===== config.mk =====
export PLATFORM = sky130hd
export DESIGN_NAME = scw_top
export DESIGN_NICKNAME = d
export VERILOG_FILES = /design/src/core/scw_pkg.sv /design/src/core/scw_pec_gate.sv /design/src/core/scw_pg_delay.sv /design/src/core/scw_top.sv
export VERILOG_INCLUDE_DIRS = /design/src /design/src/core
export SDC_FILE = /design/constraint.sdc
export NUM_CORES = 1
export LEC_CHECK = 0
export CAP_MARGIN = 20
export CORE_ASPECT_RATIO = 2
export CORE_MARGIN = 5
export CORE_UTILIZATION = 63
export DETAILED_ROUTE_END_ITERATION = 6
export DONT_BUFFER_PORTS = 1
export HOLD_SLACK_MARGIN = 0.12
export PLACE_DENSITY = 0.78
export REMOVE_ABC_BUFFERS = 1
export SETUP_SLACK_MARGIN = 0.2
export SLEW_MARGIN = 25
export SYNTH_ARGS = -nofsm -noshare
export SYNTH_HDL_FRONTEND = slang
export SYNTH_SLANG_ARGS = --single-unit

===== constraint.sdc =====
create_clock -name core_clk_i -period 4.95 [get_ports core_clk_i]
set_input_delay 0.495 -clock core_clk_i [delete_from_list [all_inputs] [get_ports core_clk_i]]
set_output_delay 0.495 -clock core_clk_i [all_outputs]
set_load 0.03 [all_outputs]

===== src/core/scw_cfg.svh =====
`ifndef SCW_CFG_SVH
`define SCW_CFG_SVH
// Contract
// (RULE_01) Forced-continuous select at 1 keeps continuous conduction; at 0 discontinuous mode follows low-side zero crossing.
// (RULE_02) Writes to forced-continuous select are always stored but reach the converter only while the rail is disabled; when stacked the code stores 1.
// (RULE_03) In a stacked configuration forced-continuous select is held at 1 whatever is written.
// (RULE_04) Bits 14:13 and 6:5 reset to 00b and always read as zero.
// (RULE_05) Soft-start discontinuous enable at 1 permits discontinuous mode during soft start over the forced setting; at 0 it is off then.
// In a stacked configuration the code keeps discontinuous mode off during soft start, whatever this bit holds.
// (RULE_06) Power-good delay field sets the time from soft-start-done high to power-good high: 0.0015ms, 0.5ms, 1ms, 2ms.
// (RULE_07) The power-good delay is applied once per start-up of the rail only.
// (RULE_08) Writes to the power-good delay field are stored at once but take effect only after the rail is disabled.
// (RULE_09) Undercurrent threshold select chooses the threshold that protection compares against.
// (RULE_10) Checksum-required flag is ignored when the device is not the stack primary.
// (RULE_11) With checksum-required flag at 0, commands without checksum are accepted and an appended checksum is verified.
// (RULE_12) With checksum-required flag at 1, a transaction without checksum is rejected as if its checksum were invalid.
// (RULE_13) The register is reached by word write and word read transactions answered with a two-byte unsigned value.
// (RULE_14) External-divider status ignores writes and reads back the strapped value.
// (RULE_15) Fixed overvoltage disable bit at 0 enables the fixed overvoltage fault and at 1 disables it.
// (RULE_16) At power-up the nonvolatile word is loaded before the rail is enabled or transactions are served.

`define SCW_CMD_CODE 8'hd1
`define SCW_B_FORCED_CONTINUOUS_SEL 15
`define SCW_B_SSDCM 12
`define SCW_F_PGD_HI 11
`define SCW_F_PGD_LO 10
`define SCW_F_UTH_HI 9
`define SCW_F_UTH_LO 8
`define SCW_F_RSVA_HI 14
`define SCW_F_RSVA_LO 13
`define SCW_F_RSVB_HI 6
`define SCW_F_RSVB_LO 5
`define SCW_B_PEC 7
`define SCW_B_EXTDIV 4
`define SCW_B_HIRST 3
`define SCW_B_RSTEN 2
`define SCW_B_OVLVL 1
`define SCW_B_OVDIS 0
`define SCW_STORE_MASK 16'h9f8f
`define SCW_RESET_WORD 16'h0000
`define SCW_PGD_SEL_0 2'h0
`define SCW_PGD_SEL_1 2'h1
`define SCW_PGD_SEL_2 2'h2
`define SCW_CLK_PERIOD_NS 10
`define SCW_PGD_T0_NS 1500
`define SCW_PGD_T1_NS 500000
`define SCW_PGD_T2_NS 1000000
`define SCW_PGD_T3_NS 2000000
`define SCW_NS_TO_CYC(t) (((t) + `SCW_CLK_PERIOD_NS - 1) / `SCW_CLK_PERIOD_NS)
`define SCW_PGD_CW 18
`endif


===== src/core/scw_pkg.sv =====
package scw_pkg;
  typedef logic [15:0] scw_word_t;
  typedef logic [7:0] scw_cmd_t;
  typedef logic [1:0] scw_sel2_t;
  typedef enum logic [1:0] {
    SCW_ST_LOAD = 2'b01,
    SCW_ST_RUN = 2'b10
  } scw_top_state_t;
  typedef enum logic [2:0] {
    SCW_PG_IDLE = 3'b001,
    SCW_PG_COUNT = 3'b010,
    SCW_PG_DONE = 3'b100
  } scw_pg_state_t;
endpackage


===== src/core/scw_pec_gate.sv =====
`timescale 1ns/1ns
module scw_pec_gate (
  input wire logic checksum_required_i,
  input wire logic primary_i,
  input wire logic pec_present_i,
  input wire logic pec_ok_i,
  output logic accept_o
);
  always_comb begin
    if (pec_present_i) begin
      accept_o = pec_ok_i; // RULE_11
    end else begin
      accept_o = !(checksum_required_i && primary_i); // RULE_10 RULE_12
    end
  end
endmodule


===== src/core/scw_pg_delay.sv =====
`timescale 1ns/1ns
`include "scw_cfg.svh"
module scw_pg_delay #(
  parameter int CW = `SCW_PGD_CW
) (
  input wire logic core_clk_i,
  input wire logic reset_i,
  input wire logic rail_en_i,
  input wire logic ss_done_i,
  input wire logic [CW-1:0] delay_cycles_i,
  output logic pg_o
);
  import scw_pkg::*;

  scw_pg_state_t state_r, state_nxt;
  logic [CW-1:0] cnt_r, cnt_nxt;
  logic pg_r, pg_nxt;

  always_comb begin
    state_nxt = state_r;
    cnt_nxt = cnt_r;
    case (state_r)
      SCW_PG_IDLE: begin
        cnt_nxt = '0;
        if (rail_en_i && ss_done_i) begin
          state_nxt = SCW_PG_COUNT;
        end
      end
      SCW_PG_COUNT: begin
        // A drop of soft-start-done restarts the deglitch window
        if (!rail_en_i || !ss_done_i) begin
          state_nxt = SCW_PG_IDLE;
        end else if (CW'(cnt_r + 1'b1) >= delay_cycles_i) begin
          state_nxt = SCW_PG_DONE; // RULE_06
        end else begin
          cnt_nxt = CW'(cnt_r + 1'b1);
        end
      end
      SCW_PG_DONE: begin
        // Later transitions pass straight through until the rail restarts
        if (!rail_en_i) begin
          state_nxt = SCW_PG_IDLE; // RULE_07
        end
      end
      default: state_nxt = SCW_PG_IDLE;
    endcase
    pg_nxt = (state_r == SCW_PG_DONE) && rail_en_i && ss_done_i;
  end

  always_ff @(posedge core_clk_i) begin
    if (reset_i) begin
      state_r <= SCW_PG_IDLE;
      cnt_r <= '0;
      pg_r <= 1'b0;
    end else begin
      state_r <= state_nxt;
      cnt_r <= cnt_nxt;
      pg_r <= pg_nxt;
    end
  end

  assign pg_o = pg_r;

  AST_PG_EXACT: assert property (@(posedge core_clk_i) disable iff (reset_i) // RULE_06
    (state_r == SCW_PG_COUNT && state_nxt == SCW_PG_DONE) |-> CW'(cnt_r + 1'b1) == delay_cycles_i)
    else $error("power good deglitch ended at wrong count");
  AST_PG_ONCE: assert property (@(posedge core_clk_i) disable iff (reset_i) // RULE_07
    (state_r == SCW_PG_DONE && rail_en_i) |=> state_r == SCW_PG_DONE)
    else $error("power good delay re-armed within one start-up");
  AST_PG_SRC: assert property (@(posedge core_clk_i) disable iff (reset_i) // RULE_06
    $rose(pg_o) |-> $past(state_r == SCW_PG_DONE))
    else $error("power good rose without completed delay");
endmodule


===== src/core/scw_top.sv =====
`timescale 1ns/1ns
`include "scw_cfg.svh"
module scw_top #(
  parameter int PGD_CNT0 = `SCW_NS_TO_CYC(`SCW_PGD_T0_NS),
  parameter int PGD_CNT1 = `SCW_NS_TO_CYC(`SCW_PGD_T1_NS),
  parameter int PGD_CNT2 = `SCW_NS_TO_CYC(`SCW_PGD_T2_NS),
  parameter int PGD_CNT3 = `SCW_NS_TO_CYC(`SCW_PGD_T3_NS)
) (
  input wire logic core_clk_i,
  input wire logic reset_i,
  input wire logic nvm_valid_i,
  input wire scw_pkg::scw_word_t nvm_word_i,
  output logic nvm_loaded_o,
  input wire logic txn_valid_i,
  input wire logic txn_write_i,
  input wire scw_pkg::scw_cmd_t txn_cmd_i,
  input wire scw_pkg::scw_word_t txn_wdata_i,
  input wire logic txn_pec_present_i,
  input wire logic txn_pec_ok_i,
  output logic txn_ack_o,
  output logic txn_reject_o,
  output logic rd_valid_o,
  output scw_pkg::scw_word_t rd_data_o,
  input wire logic strap_external_divider_status_i,
  input wire logic stacked_i,
  input wire logic primary_i,
  input wire logic rail_en_req_i,
  output logic rail_enable_o,
  input wire logic softstart_active_i,
  input wire logic softstart_done_i,
  input wire logic zero_cross_i,
  output logic discontinuous_mode_o,
  output logic low_side_switch_off_o,
  output logic power_good_out_o,
  output scw_pkg::scw_sel2_t undercurrent_threshold_sel_o,
  output logic fixed_overvoltage_fault_en_o,
  output logic fixed_overvoltage_level_sel_o,
  output logic high_reset_threshold_sel_o,
  output logic output_reset_enable_o
);
  import scw_pkg::*;

  localparam int CW = `SCW_PGD_CW;

  if (PGD_CNT0 < 1 || PGD_CNT1 < 1 || PGD_CNT2 < 1 || PGD_CNT3 < 1) begin : g_chk_min
    $error("power good delay counts must be at least one cycle");
  end
  if (PGD_CNT0 >= (1 << CW) || PGD_CNT1 >= (1 << CW) || PGD_CNT2 >= (1 << CW) ||
      PGD_CNT3 >= (1 << CW)) begin : g_chk_max
    $error("power good delay count exceeds counter width");
  end

  scw_top_state_t state_r, state_nxt;
  scw_word_t word_r, word_nxt;
  logic strap_r, strap_nxt;
  logic forced_continuous_sel_app_r, forced_continuous_sel_app_nxt;
  scw_sel2_t pgd_app_r, pgd_app_nxt;
  logic ack_r, ack_nxt;
  logic rej_r, rej_nxt;
  logic rdv_r, rdv_nxt;
  scw_word_t rdd_r, rdd_nxt;
  logic dcm_r, dcm_nxt;
  logic lsoff_r, lsoff_nxt;
  scw_sel2_t uth_r, uth_nxt;
  logic ovf_en_r, ovf_en_nxt;
  logic ovl_r, ovl_nxt;
  logic hirst_r, hirst_nxt;
  logic rsten_r, rsten_nxt;
  logic pec_accept;
  logic hit;
  logic [CW-1:0] delay_cycles;
  scw_word_t read_word;

  scw_pec_gate u_pec (
    .checksum_required_i(word_r[`SCW_B_PEC]),
    .primary_i(primary_i),
    .pec_present_i(txn_pec_present_i),
    .pec_ok_i(txn_pec_ok_i),
    .accept_o(pec_accept)
  );

  // Only the applied delay select matters, so a live write cannot shorten a running window
  always_comb begin
    case (pgd_app_r)
      `SCW_PGD_SEL_0: delay_cycles = CW'(PGD_CNT0); // RULE_06
      `SCW_PGD_SEL_1: delay_cycles = CW'(PGD_CNT1);
      `SCW_PGD_SEL_2: delay_cycles = CW'(PGD_CNT2);
      default: delay_cycles = CW'(PGD_CNT3);
    endcase
  end

  scw_pg_delay #(
    .CW(CW)
  ) u_pgd (
    .core_clk_i(core_clk_i),
    .reset_i(reset_i),
    .rail_en_i(rail_enable_o),
    .ss_done_i(softstart_done_i),
    .delay_cycles_i(delay_cycles),
    .pg_o(power_good_out_o)
  );

  assign hit = txn_valid_i && (txn_cmd_i == `SCW_CMD_CODE) && (state_r == SCW_ST_RUN);

  always_comb begin
    read_word = word_r;
    read_word[`SCW_B_EXTDIV] = strap_r; // RULE_14
  end

  // Register file and load sequence
  always_comb begin
    state_nxt = state_r;
    word_nxt = word_r;
    strap_nxt = strap_r;
    ack_nxt = 1'b0;
    rej_nxt = 1'b0;
    rdv_nxt = 1'b0;
    rdd_nxt = rdd_r;
    case (state_r)
      SCW_ST_LOAD: begin
        // Strap is sampled while loading, after reset release
        strap_nxt = strap_external_divider_status_i;
        if (nvm_valid_i) begin
          word_nxt = nvm_word_i & `SCW_STORE_MASK; // RULE_16 RULE_04
          state_nxt = SCW_ST_RUN;
        end
      end
      SCW_ST_RUN: begin
        if (hit) begin
          if (!pec_accept) begin
            rej_nxt = 1'b1; // RULE_12
          end else begin
            ack_nxt = 1'b1; // RULE_13
            if (txn_write_i) begin
              // Divider status and unsupported bits are dropped on write
              word_nxt = txn_wdata_i & `SCW_STORE_MASK; // RULE_02 RULE_04 RULE_14
            end else begin
              rdv_nxt = 1'b1;
              rdd_nxt = read_word; // RULE_13
            end
          end
        end
      end
      default: state_nxt = SCW_ST_LOAD;
    endcase
    if (stacked_i && state_nxt == SCW_ST_RUN) begin
      word_nxt[`SCW_B_FORCED_CONTINUOUS_SEL] = 1'b1; // RULE_03
    end
  end

  // Settings that reach the converter only while the rail is off
  always_comb begin
    forced_continuous_sel_app_nxt = forced_continuous_sel_app_r;
    pgd_app_nxt = pgd_app_r;
    // Next word, so a load on the edge that lets the rail start is not missed
    if (!rail_enable_o) begin
      forced_continuous_sel_app_nxt = word_nxt[`SCW_B_FORCED_CONTINUOUS_SEL] || stacked_i; // RULE_02 RULE_03
      pgd_app_nxt = word_nxt[`SCW_F_PGD_HI:`SCW_F_PGD_LO]; // RULE_08
    end
  end

  // Conduction mode and analog selects
  always_comb begin
    if (stacked_i) begin
      dcm_nxt = 1'b0; // RULE_03
    end else if (softstart_active_i) begin
      dcm_nxt = word_r[`SCW_B_SSDCM]; // RULE_05
    end else begin
      dcm_nxt = !forced_continuous_sel_app_r; // RULE_01
    end
    // Low-side switch turns off at zero crossing only when discontinuous
    lsoff_nxt = dcm_r && zero_cross_i && rail_enable_o; // RULE_01
    uth_nxt = word_r[`SCW_F_UTH_HI:`SCW_F_UTH_LO]; // RULE_09
    ovf_en_nxt = !word_r[`SCW_B_OVDIS]; // RULE_15
    ovl_nxt = word_r[`SCW_B_OVLVL];
    hirst_nxt = word_r[`SCW_B_HIRST];
    rsten_nxt = word_r[`SCW_B_RSTEN];
  end

  always_ff @(posedge core_clk_i) begin
    if (reset_i) begin
      state_r <= SCW_ST_LOAD;
      word_r <= `SCW_RESET_WORD;
      strap_r <= 1'b0;
      forced_continuous_sel_app_r <= 1'b1;
      pgd_app_r <= `SCW_PGD_SEL_0;
      ack_r <= 1'b0;
      rej_r <= 1'b0;
      rdv_r <= 1'b0;
      rdd_r <= `SCW_RESET_WORD;
      dcm_r <= 1'b0;
      lsoff_r <= 1'b0;
      uth_r <= `SCW_PGD_SEL_0;
      ovf_en_r <= 1'b1;
      ovl_r <= 1'b0;
      hirst_r <= 1'b0;
      rsten_r <= 1'b0;
    end else begin
      state_r <= state_nxt;
      word_r <= word_nxt;
      strap_r <= strap_nxt;
      forced_continuous_sel_app_r <= forced_continuous_sel_app_nxt;
      pgd_app_r <= pgd_app_nxt;
      ack_r <= ack_nxt;
      rej_r <= rej_nxt;
      rdv_r <= rdv_nxt;
      rdd_r <= rdd_nxt;
      dcm_r <= dcm_nxt;
      lsoff_r <= lsoff_nxt;
      uth_r <= uth_nxt;
      ovf_en_r <= ovf_en_nxt;
      ovl_r <= ovl_nxt;
      hirst_r <= hirst_nxt;
      rsten_r <= rsten_nxt;
    end
  end

  assign nvm_loaded_o = (state_r == SCW_ST_RUN);
  // Rail request is held off until configuration is valid
  assign rail_enable_o = rail_en_req_i && (state_r == SCW_ST_RUN); // RULE_16
  assign txn_ack_o = ack_r;
  assign txn_reject_o = rej_r;
  assign rd_valid_o = rdv_r;
  assign rd_data_o = rdd_r;
  assign discontinuous_mode_o = dcm_r;
  assign low_side_switch_off_o = lsoff_r;
  assign undercurrent_threshold_sel_o = uth_r;
  assign fixed_overvoltage_fault_en_o = ovf_en_r;
  assign fixed_overvoltage_level_sel_o = ovl_r;
  assign high_reset_threshold_sel_o = hirst_r;
  assign output_reset_enable_o = rsten_r;

  AST_STACK_FORCED_CONTINUOUS_SEL: assert property (@(posedge core_clk_i) disable iff (reset_i) // RULE_03
    (stacked_i && state_r == SCW_ST_RUN) |=> word_r[`SCW_B_FORCED_CONTINUOUS_SEL])
    else $error("forced continuous not held in stacked mode");
  AST_RSVD_ZERO: assert property (@(posedge core_clk_i) disable iff (reset_i) // RULE_04
    rd_valid_o |-> (rd_data_o[`SCW_F_RSVA_HI:`SCW_F_RSVA_LO] == 2'h0 &&
      rd_data_o[`SCW_F_RSVB_HI:`SCW_F_RSVB_LO] == 2'h0))
    else $error("unsupported bits read non-zero");
  AST_FORCED_CONTINUOUS_SEL_HOLD: assert property (@(posedge core_clk_i) disable iff (reset_i) // RULE_02
    (rail_enable_o && !stacked_i) |=> $stable(forced_continuous_sel_app_r))
    else $error("forced continuous applied while rail enabled");
  AST_PGD_HOLD: assert property (@(posedge core_clk_i) disable iff (reset_i) // RULE_08
    rail_enable_o |=> $stable(pgd_app_r))
    else $error("power good delay applied while rail enabled");
  AST_WR_STORE: assert property (@(posedge core_clk_i) disable iff (reset_i) // RULE_02
    (hit && pec_accept && txn_write_i && !stacked_i) |=>
      (word_r[`SCW_B_FORCED_CONTINUOUS_SEL] == $past(txn_wdata_i[`SCW_B_FORCED_CONTINUOUS_SEL]) && txn_ack_o))
    else $error("accepted write not stored");
  AST_SS_DCM: assert property (@(posedge core_clk_i) disable iff (reset_i) // RULE_05
    (softstart_active_i && !stacked_i) |=> discontinuous_mode_o == $past(word_r[`SCW_B_SSDCM]))
    else $error("soft start discontinuous setting not honoured");
  AST_PEC_REJ: assert property (@(posedge core_clk_i) disable iff (reset_i) // RULE_12
    (hit && !txn_pec_present_i && primary_i && word_r[`SCW_B_PEC]) |=>
      (txn_reject_o && !txn_ack_o && !rd_valid_o))
    else $error("missing checksum not rejected");
  AST_PEC_IGN: assert property (@(posedge core_clk_i) disable iff (reset_i) // RULE_10
    (hit && !txn_pec_present_i && !primary_i) |=> (txn_ack_o && !txn_reject_o))
    else $error("checksum requirement applied on non-primary");
  AST_EXTDIV: assert property (@(posedge core_clk_i) disable iff (reset_i) // RULE_14
    rd_valid_o |-> rd_data_o[`SCW_B_EXTDIV] == strap_r)
    else $error("divider status not the strapped value");
  AST_OVF: assert property (@(posedge core_clk_i) disable iff (reset_i) // RULE_15
    ##1 fixed_overvoltage_fault_en_o == !$past(word_r[`SCW_B_OVDIS]))
    else $error("fixed overvoltage enable polarity wrong");
  AST_LOAD_FIRST: assert property (@(posedge core_clk_i) disable iff (reset_i) // RULE_16
    (state_r == SCW_ST_LOAD) |-> (!rail_enable_o && !txn_ack_o && !rd_valid_o))
    else $error("served before nonvolatile load");
  AST_LS_OFF: assert property (@(posedge core_clk_i) disable iff (reset_i) // RULE_01
    ##1 low_side_switch_off_o == $past(discontinuous_mode_o && zero_cross_i && rail_enable_o))
    else $error("low side switch off outside discontinuous zero crossing");
endmodule


After elaboration in Yosys (flattened, before gate mapping)
Index checks and enable logic that the tools add are counted.
Cells by class
  eq/ne operators: 18
  add/sub/neg operators: 1
  $lt $le $gt $ge: 1
  bitwise gates (word level): 4
  reduce and logical (&&, ||, !) cells: 27
  multiplexer cells: 22
Operators by type and width (number)
  two-way mux 16 bit: 4
  one-hot mux 18 bit (3 select lines): 1
  two-way mux 18 bit: 2
  one-hot mux 18 bit (2 select lines): 1
  one-hot mux 16 bit (2 select lines): 1
  adder 18 x 1 -> 18 bit, second input constant: 1
  greater-or-equal comparator 18 bit: 1
  two-way mux 3 bit: 4
  logical AND 1 bit: 10
  one-hot mux 3 bit (3 select lines): 1
  equality test 8 bit, second input constant: 1
  inequality test 2 x 1 -> 1 bit, second input constant: 4
  inequality test 2 bit, second input constant: 4
  equality test 2 bit, second input constant: 3
  two-way mux 1 bit: 6
  AND reduction 3 bit: 2
  zero test 1 bit: 5
  AND reduction 5 bit: 1
  equality test 2 x 1 -> 1 bit, second input constant: 2
  NOT 1 bit: 4
  one-hot mux 2 bit (2 select lines): 1
  AND reduction 4 bit: 1
  nonzero test 2 bit: 2
  OR reduction 4 bit: 1
  9 further kinds: 10
Word-level totals
  word-level logic and storage cells: 93
  output and inout bits: 30
  register bits: 71

Logic depth before layout (Yosys ltp)
  depth after elaboration: 8
  depth in mapped cells: 18
  gate-level depth less buffers: 15

Modules after synthesis
Synthesis repeated with hierarchy kept, for this count alone.
Second synthesis, totals
  cells, all modules: 444
  area, all modules: 3722.3 µm²
By module, submodules not included
  scw_top: cells an instance 223, times used 1, area an instance 1966.9 µm²
  scw_pg_delay: cells an instance 219, times used 1, area an instance 1736.7 µm²
  scw_pec_gate: cells an instance 2, times used 1, area an instance 18.8 µm²

Worst setup path before layout
No wires, ideal clock.
  path kind: register to register
  start point: reg u_pgd.cnt_r[0]
  end point: reg u_pgd.cnt_r[5]
  required time: 4.828 ns
  cell stages (with the launch flop): 15
  data arrival time: 3.483 ns
  buffers on the path: 1
  slack: 1.345 ns
  path through: dfxtp_1 -> ha_1 -> nand4_1 -> or3_1 -> and2_1 -> or2_2 -> ha_1 -> a21oi_1 -> nand2_1 -> a2111o_1 -> a31o_1 -> buf_6 -> o21ai_4 -> nor2_2 -> a221o_1
On the way
  cells in the longest elaborated chain, start to end: 4
  elaborated cells between the ends (all ways): 7
Ends and longest elaborated chain
  from (decl): RTL line scw_pg_delay.sv:16  | logic [CW-1:0] cnt_r, cnt_nxt;
  from (signal assigned): RTL line scw_pg_delay.sv:57  | cnt_r <= cnt_nxt;
  adder 18 x 1 -> 18 bit *: RTL line scw_pg_delay.sv:33, scw_pg_delay.sv:36
  greater-or-equal comparator 18 bit or two-way mux 18 bit (tied branches): RTL line scw_pg_delay.sv:33  | end else if (CW'(cnt_r + 1'b1) >= delay_cycles_i) begin
  inequality test 2 bit (no line) or two-way mux 18 bit (tied branches)
  AND reduction 3 bit (no line) or one-hot mux 18 bit (2 select lines) (tied branches)
Every way passes the cells marked *; elsewhere a longest branch is shown, timed or not. The select of a mux whose other input is x is not followed.
A chain may end at the register's enable or synchronous reset.

Worst setup path after layout
  start point: reg u_pgd.cnt_r[0]
  end point: reg u_pgd.cnt_r[12]
The elaborated chain is that of the path after synthesis.

==> run summary <==
Mapped Area -> 3350 um^2
Met2 usage -> 40.1%
Syn Inst Count -> 370
Hold Path Class -> input pin to flip-flop
Post-synth top cells -> dfxtp_1, nor2_1, ha_1, nand2_1, nor2b_1
Hpwl dp -> 5360 um
Initial DRC count -> 89
Reported max-cap violation count -> 0
Post-CTS sizing -> 0
Postcts setup bufs -> 0
Post-synth EDFFs -> 0
Setup CP Type -> flip-flop to flip-flop
# rows -> 37
P_leak -> 1.41 nW
CTS tree -> done
CP Max Fanout -> 10
CP Data Required Time -> 5.18 ns
Post-synth ARST share -> 0%
Crit share post-route -> 83.6%
Most frequent CP cell -> ha_1
CTS Buffer Depth -> 2
I/O Buffers -> 0
Setup TNS -> 0 ns
Skew-Pair Late Insertion Delay -> 0.34 ns
Grt peak-use layer -> met2
Synth-to-layout area growth -> 6.31%
Layout cells sized above 1 -> 10.3%
Largest family of logic cells by synthesized area -> simple AND/OR/NAND/NOR gates
Initial core utilization -> 65.2%
Antenna Nets Post-Route -> 0
Clock transition at path regs -> 0.06 ns
Simple-Gate Fraction of Synth Area -> 25.5%
1st-pass router iterations -> 5
Synth Area in XOR/XNOR -> 3.62%
Routed len/inst -> 16.7 um
Mux contribution to synthesized area -> 4.22%
Yosys top cell area share -> 37.1%
Sequential share of the synthesized area -> 37.1%
Tightest Pin Transition -> 0.715 ns
Tmin final -> 4.14 ns
P per Cell Area -> 434 nW/um^2
Hold Fails Final Rpt -> 0
GR Util All Layers -> 22.3%
Mean area per synthesized cell -> 9.05 um^2
DIE HEIGHT -> 113 um
GR Util met3 -> 6.39%
Buf/Inv on CP -> 0
CTS sink cnt -> 62
Ports -> 84
M1 GR Usage -> 22.2%
Layout Cell Area excl Fill -> 3560 um^2
Fmax -> 242 MHz
WP data arrival -> 4.36 ns
DRC viols -> 0
CORE AREA -> 5140 um^2
Placement Cell Area -> 3320 um^2
Crit path max-delay family -> compound AO/OA/AOI/OAI gates
Root buffer selected by CTS -> clkbuf_8
Setup violators final -> 0
Dominant cell type by area after synthesis -> dfxtp_1
Number of global-route vias before repair -> 2599
Number of diodes -> 0
Maximum vdd ir drop -> 0.412 mV
Synth top area cells -> dfxtp_1, ha_1, nor2_1
Largest net degree at the start of global routing -> 59
Synth unique cells -> 62
TritonCTS Buffers -> 9
Compound-gate portion of the synthesized area -> 15.2%
Yosys reg bits -> 62
First-pass GRT wire length -> 11800 um
Ys flop type -> dfxtp_1
Overall via count from detail_route -> 2617
Highest-delay cell along the critical path -> dfxtp_1
GP Congestion -> 0.851
Power, Total -> 1.54 mW
Relative slew slack -> 52.1%
Hold buffer count at cts -> 0
Status -> finished, final reports clean
Post-synthesis adder-cell area fraction -> 8.97%
Final nets -> 444
Critical Path End Type -> flip-flop
Routed wire length -> 7160 um
Total gr overflow -> 0
Most frequent cell after synthesis -> dfxtp_1
RSZ-0062 raised after global routing -> false
Ys Warns -> 0
Startpoint type of the worst setup path -> flip-flop
Die area -> 6960 um^2
Slew Limit Fails -> 0
Crit path cell chain -> ha_1 > nand4_1 > or3_1 > and2_1 > or2_2 > ha_1 > a21oi_1 > nand2_1 > a2111o_1 > a31o_1 > o21ai_4 > nor2_2 > a221o_1
CTS H-tree depth -> 3
Peak per-stage delay on the critical path -> 0.44 ns
Initial antenna violation count -> 0
Die Wd -> 61.6 um
Worst clock skew -> 0.00372 ns
Post-DR vias/cell -> 6.11
==> worst reg2reg max path: cells and delay by family (launching register included) <==
family / cells / cell delay (ns)
AND/OR/NAND/NOR: 6 / 1.35
AO/OA/AOI/OAI: 5 / 1.59
adder cells (fa/ha/maj): 2 / 0.65
flip-flops: 1 / 0.44
==> worst paths after layout <==
check / end / cells past startpoint / startpoint / slack, ns
worst max register to register: u_pgd.cnt_r[12]$_SDFFE_PP0P_ / 13 / u_pgd.cnt_r[0]$_SDFFE_PP0P_ / 0.81
worst min register to register: fixed_overvoltage_fault_en_o$_SDFF_PP1_ / 1 / word_r[0]$_SDFFE_PP0P_ / 0.44
worst max-delay path: u_pgd.cnt_r[12]$_SDFFE_PP0P_ / 13 / u_pgd.cnt_r[0]$_SDFFE_PP0P_ / 0.81
worst min-delay path: rd_data_o[3]$_SDFFE_PP0P_ / 1 / reset_i / 0.22
==> kinds of logic (layout without fill, tap and decap cells) <==
family | after synthesis | after routing
mux | 14 | 14
xor+xnor | 13 | 13
buf+inv | 35 | 32
other cells | 1 | 4
fa+ha+maj | 24 | 24
simple gates | 154 | 154
compound gates | 67 | 67
flops | 62 | 62
==> metrics by stage <==
step	util (%)	hold WS (ns)	setup WS, ns	cells
6_report	69.3	0.222	0.814	428
5_1_grt	69.3	0.207	0.555	428
4_1_cts	69.3	0.204	0.835	428
3_5_place_dp	64.7	0.432	0.906	413
3_3_place_gp	64.7	0.416	0.925	413
2_1_floorplan	-	0.383	1.30	353
==> flip-flops by register name, indices dropped and copies added, names as in the netlist, 2 cells and up <==
register and count:
pgd_app_r 2, word_r 11, u_pgd.state_r 3, state_r 2, u_pgd.cnt_r 18, rd_data_o 12
undercurrent_threshold_sel_o 2
==> placed cells by master (no fill, tap or decap), types with 5 or more instances in the layout <==
master	synthesis	routed
o21ai_0	10	10
clkbuf_8	0	10
mux2i_1	13	13
nor3_1	15	15
xnor2_1	8	8
nand2b_1	5	5
and3_1	5	5
nor2b_1	19	19
nand3_1	10	10
o211ai_1	7	7
a21oi_1	17	17
nor2_1	43	43
dfxtp_1	62	62
nand2_1	22	22
ha_1	24	24
inv_1	15	15
a221oi_1	9	9
and2_1	5	5
==> layout make-up <==
| type | instances | area (um^2) |
|---|---|---|
| Clock buffer | 11 | 141 |
| Tap cell | 58 | 72.6 |
| Inverter | 15 | 56.3 |
| Multi-Input combinational cell | 276 | 1940 |
| Timing Repair Buffer | 2 | 15.0 |
| Sequential cell | 62 | 1240 |
| Fill cell | 402 | 1580 |
| Clock inverter | 4 | 95.1 |
==> power breakdown <==
part	total, mW	internal, mW	switching (mW)
Combinational	0.385	0.165	0.220
Sequential	0.629	0.566	0.0624
Clock	0.531	0.345	0.187
==> routing by layer <==
layer	routed length (um)	share of wire [%]
met1	2430	34
met2	4080	57
met3	401	5.6
met4	257	3.6
met5	0	0
(Power assumes the default switching activity.)
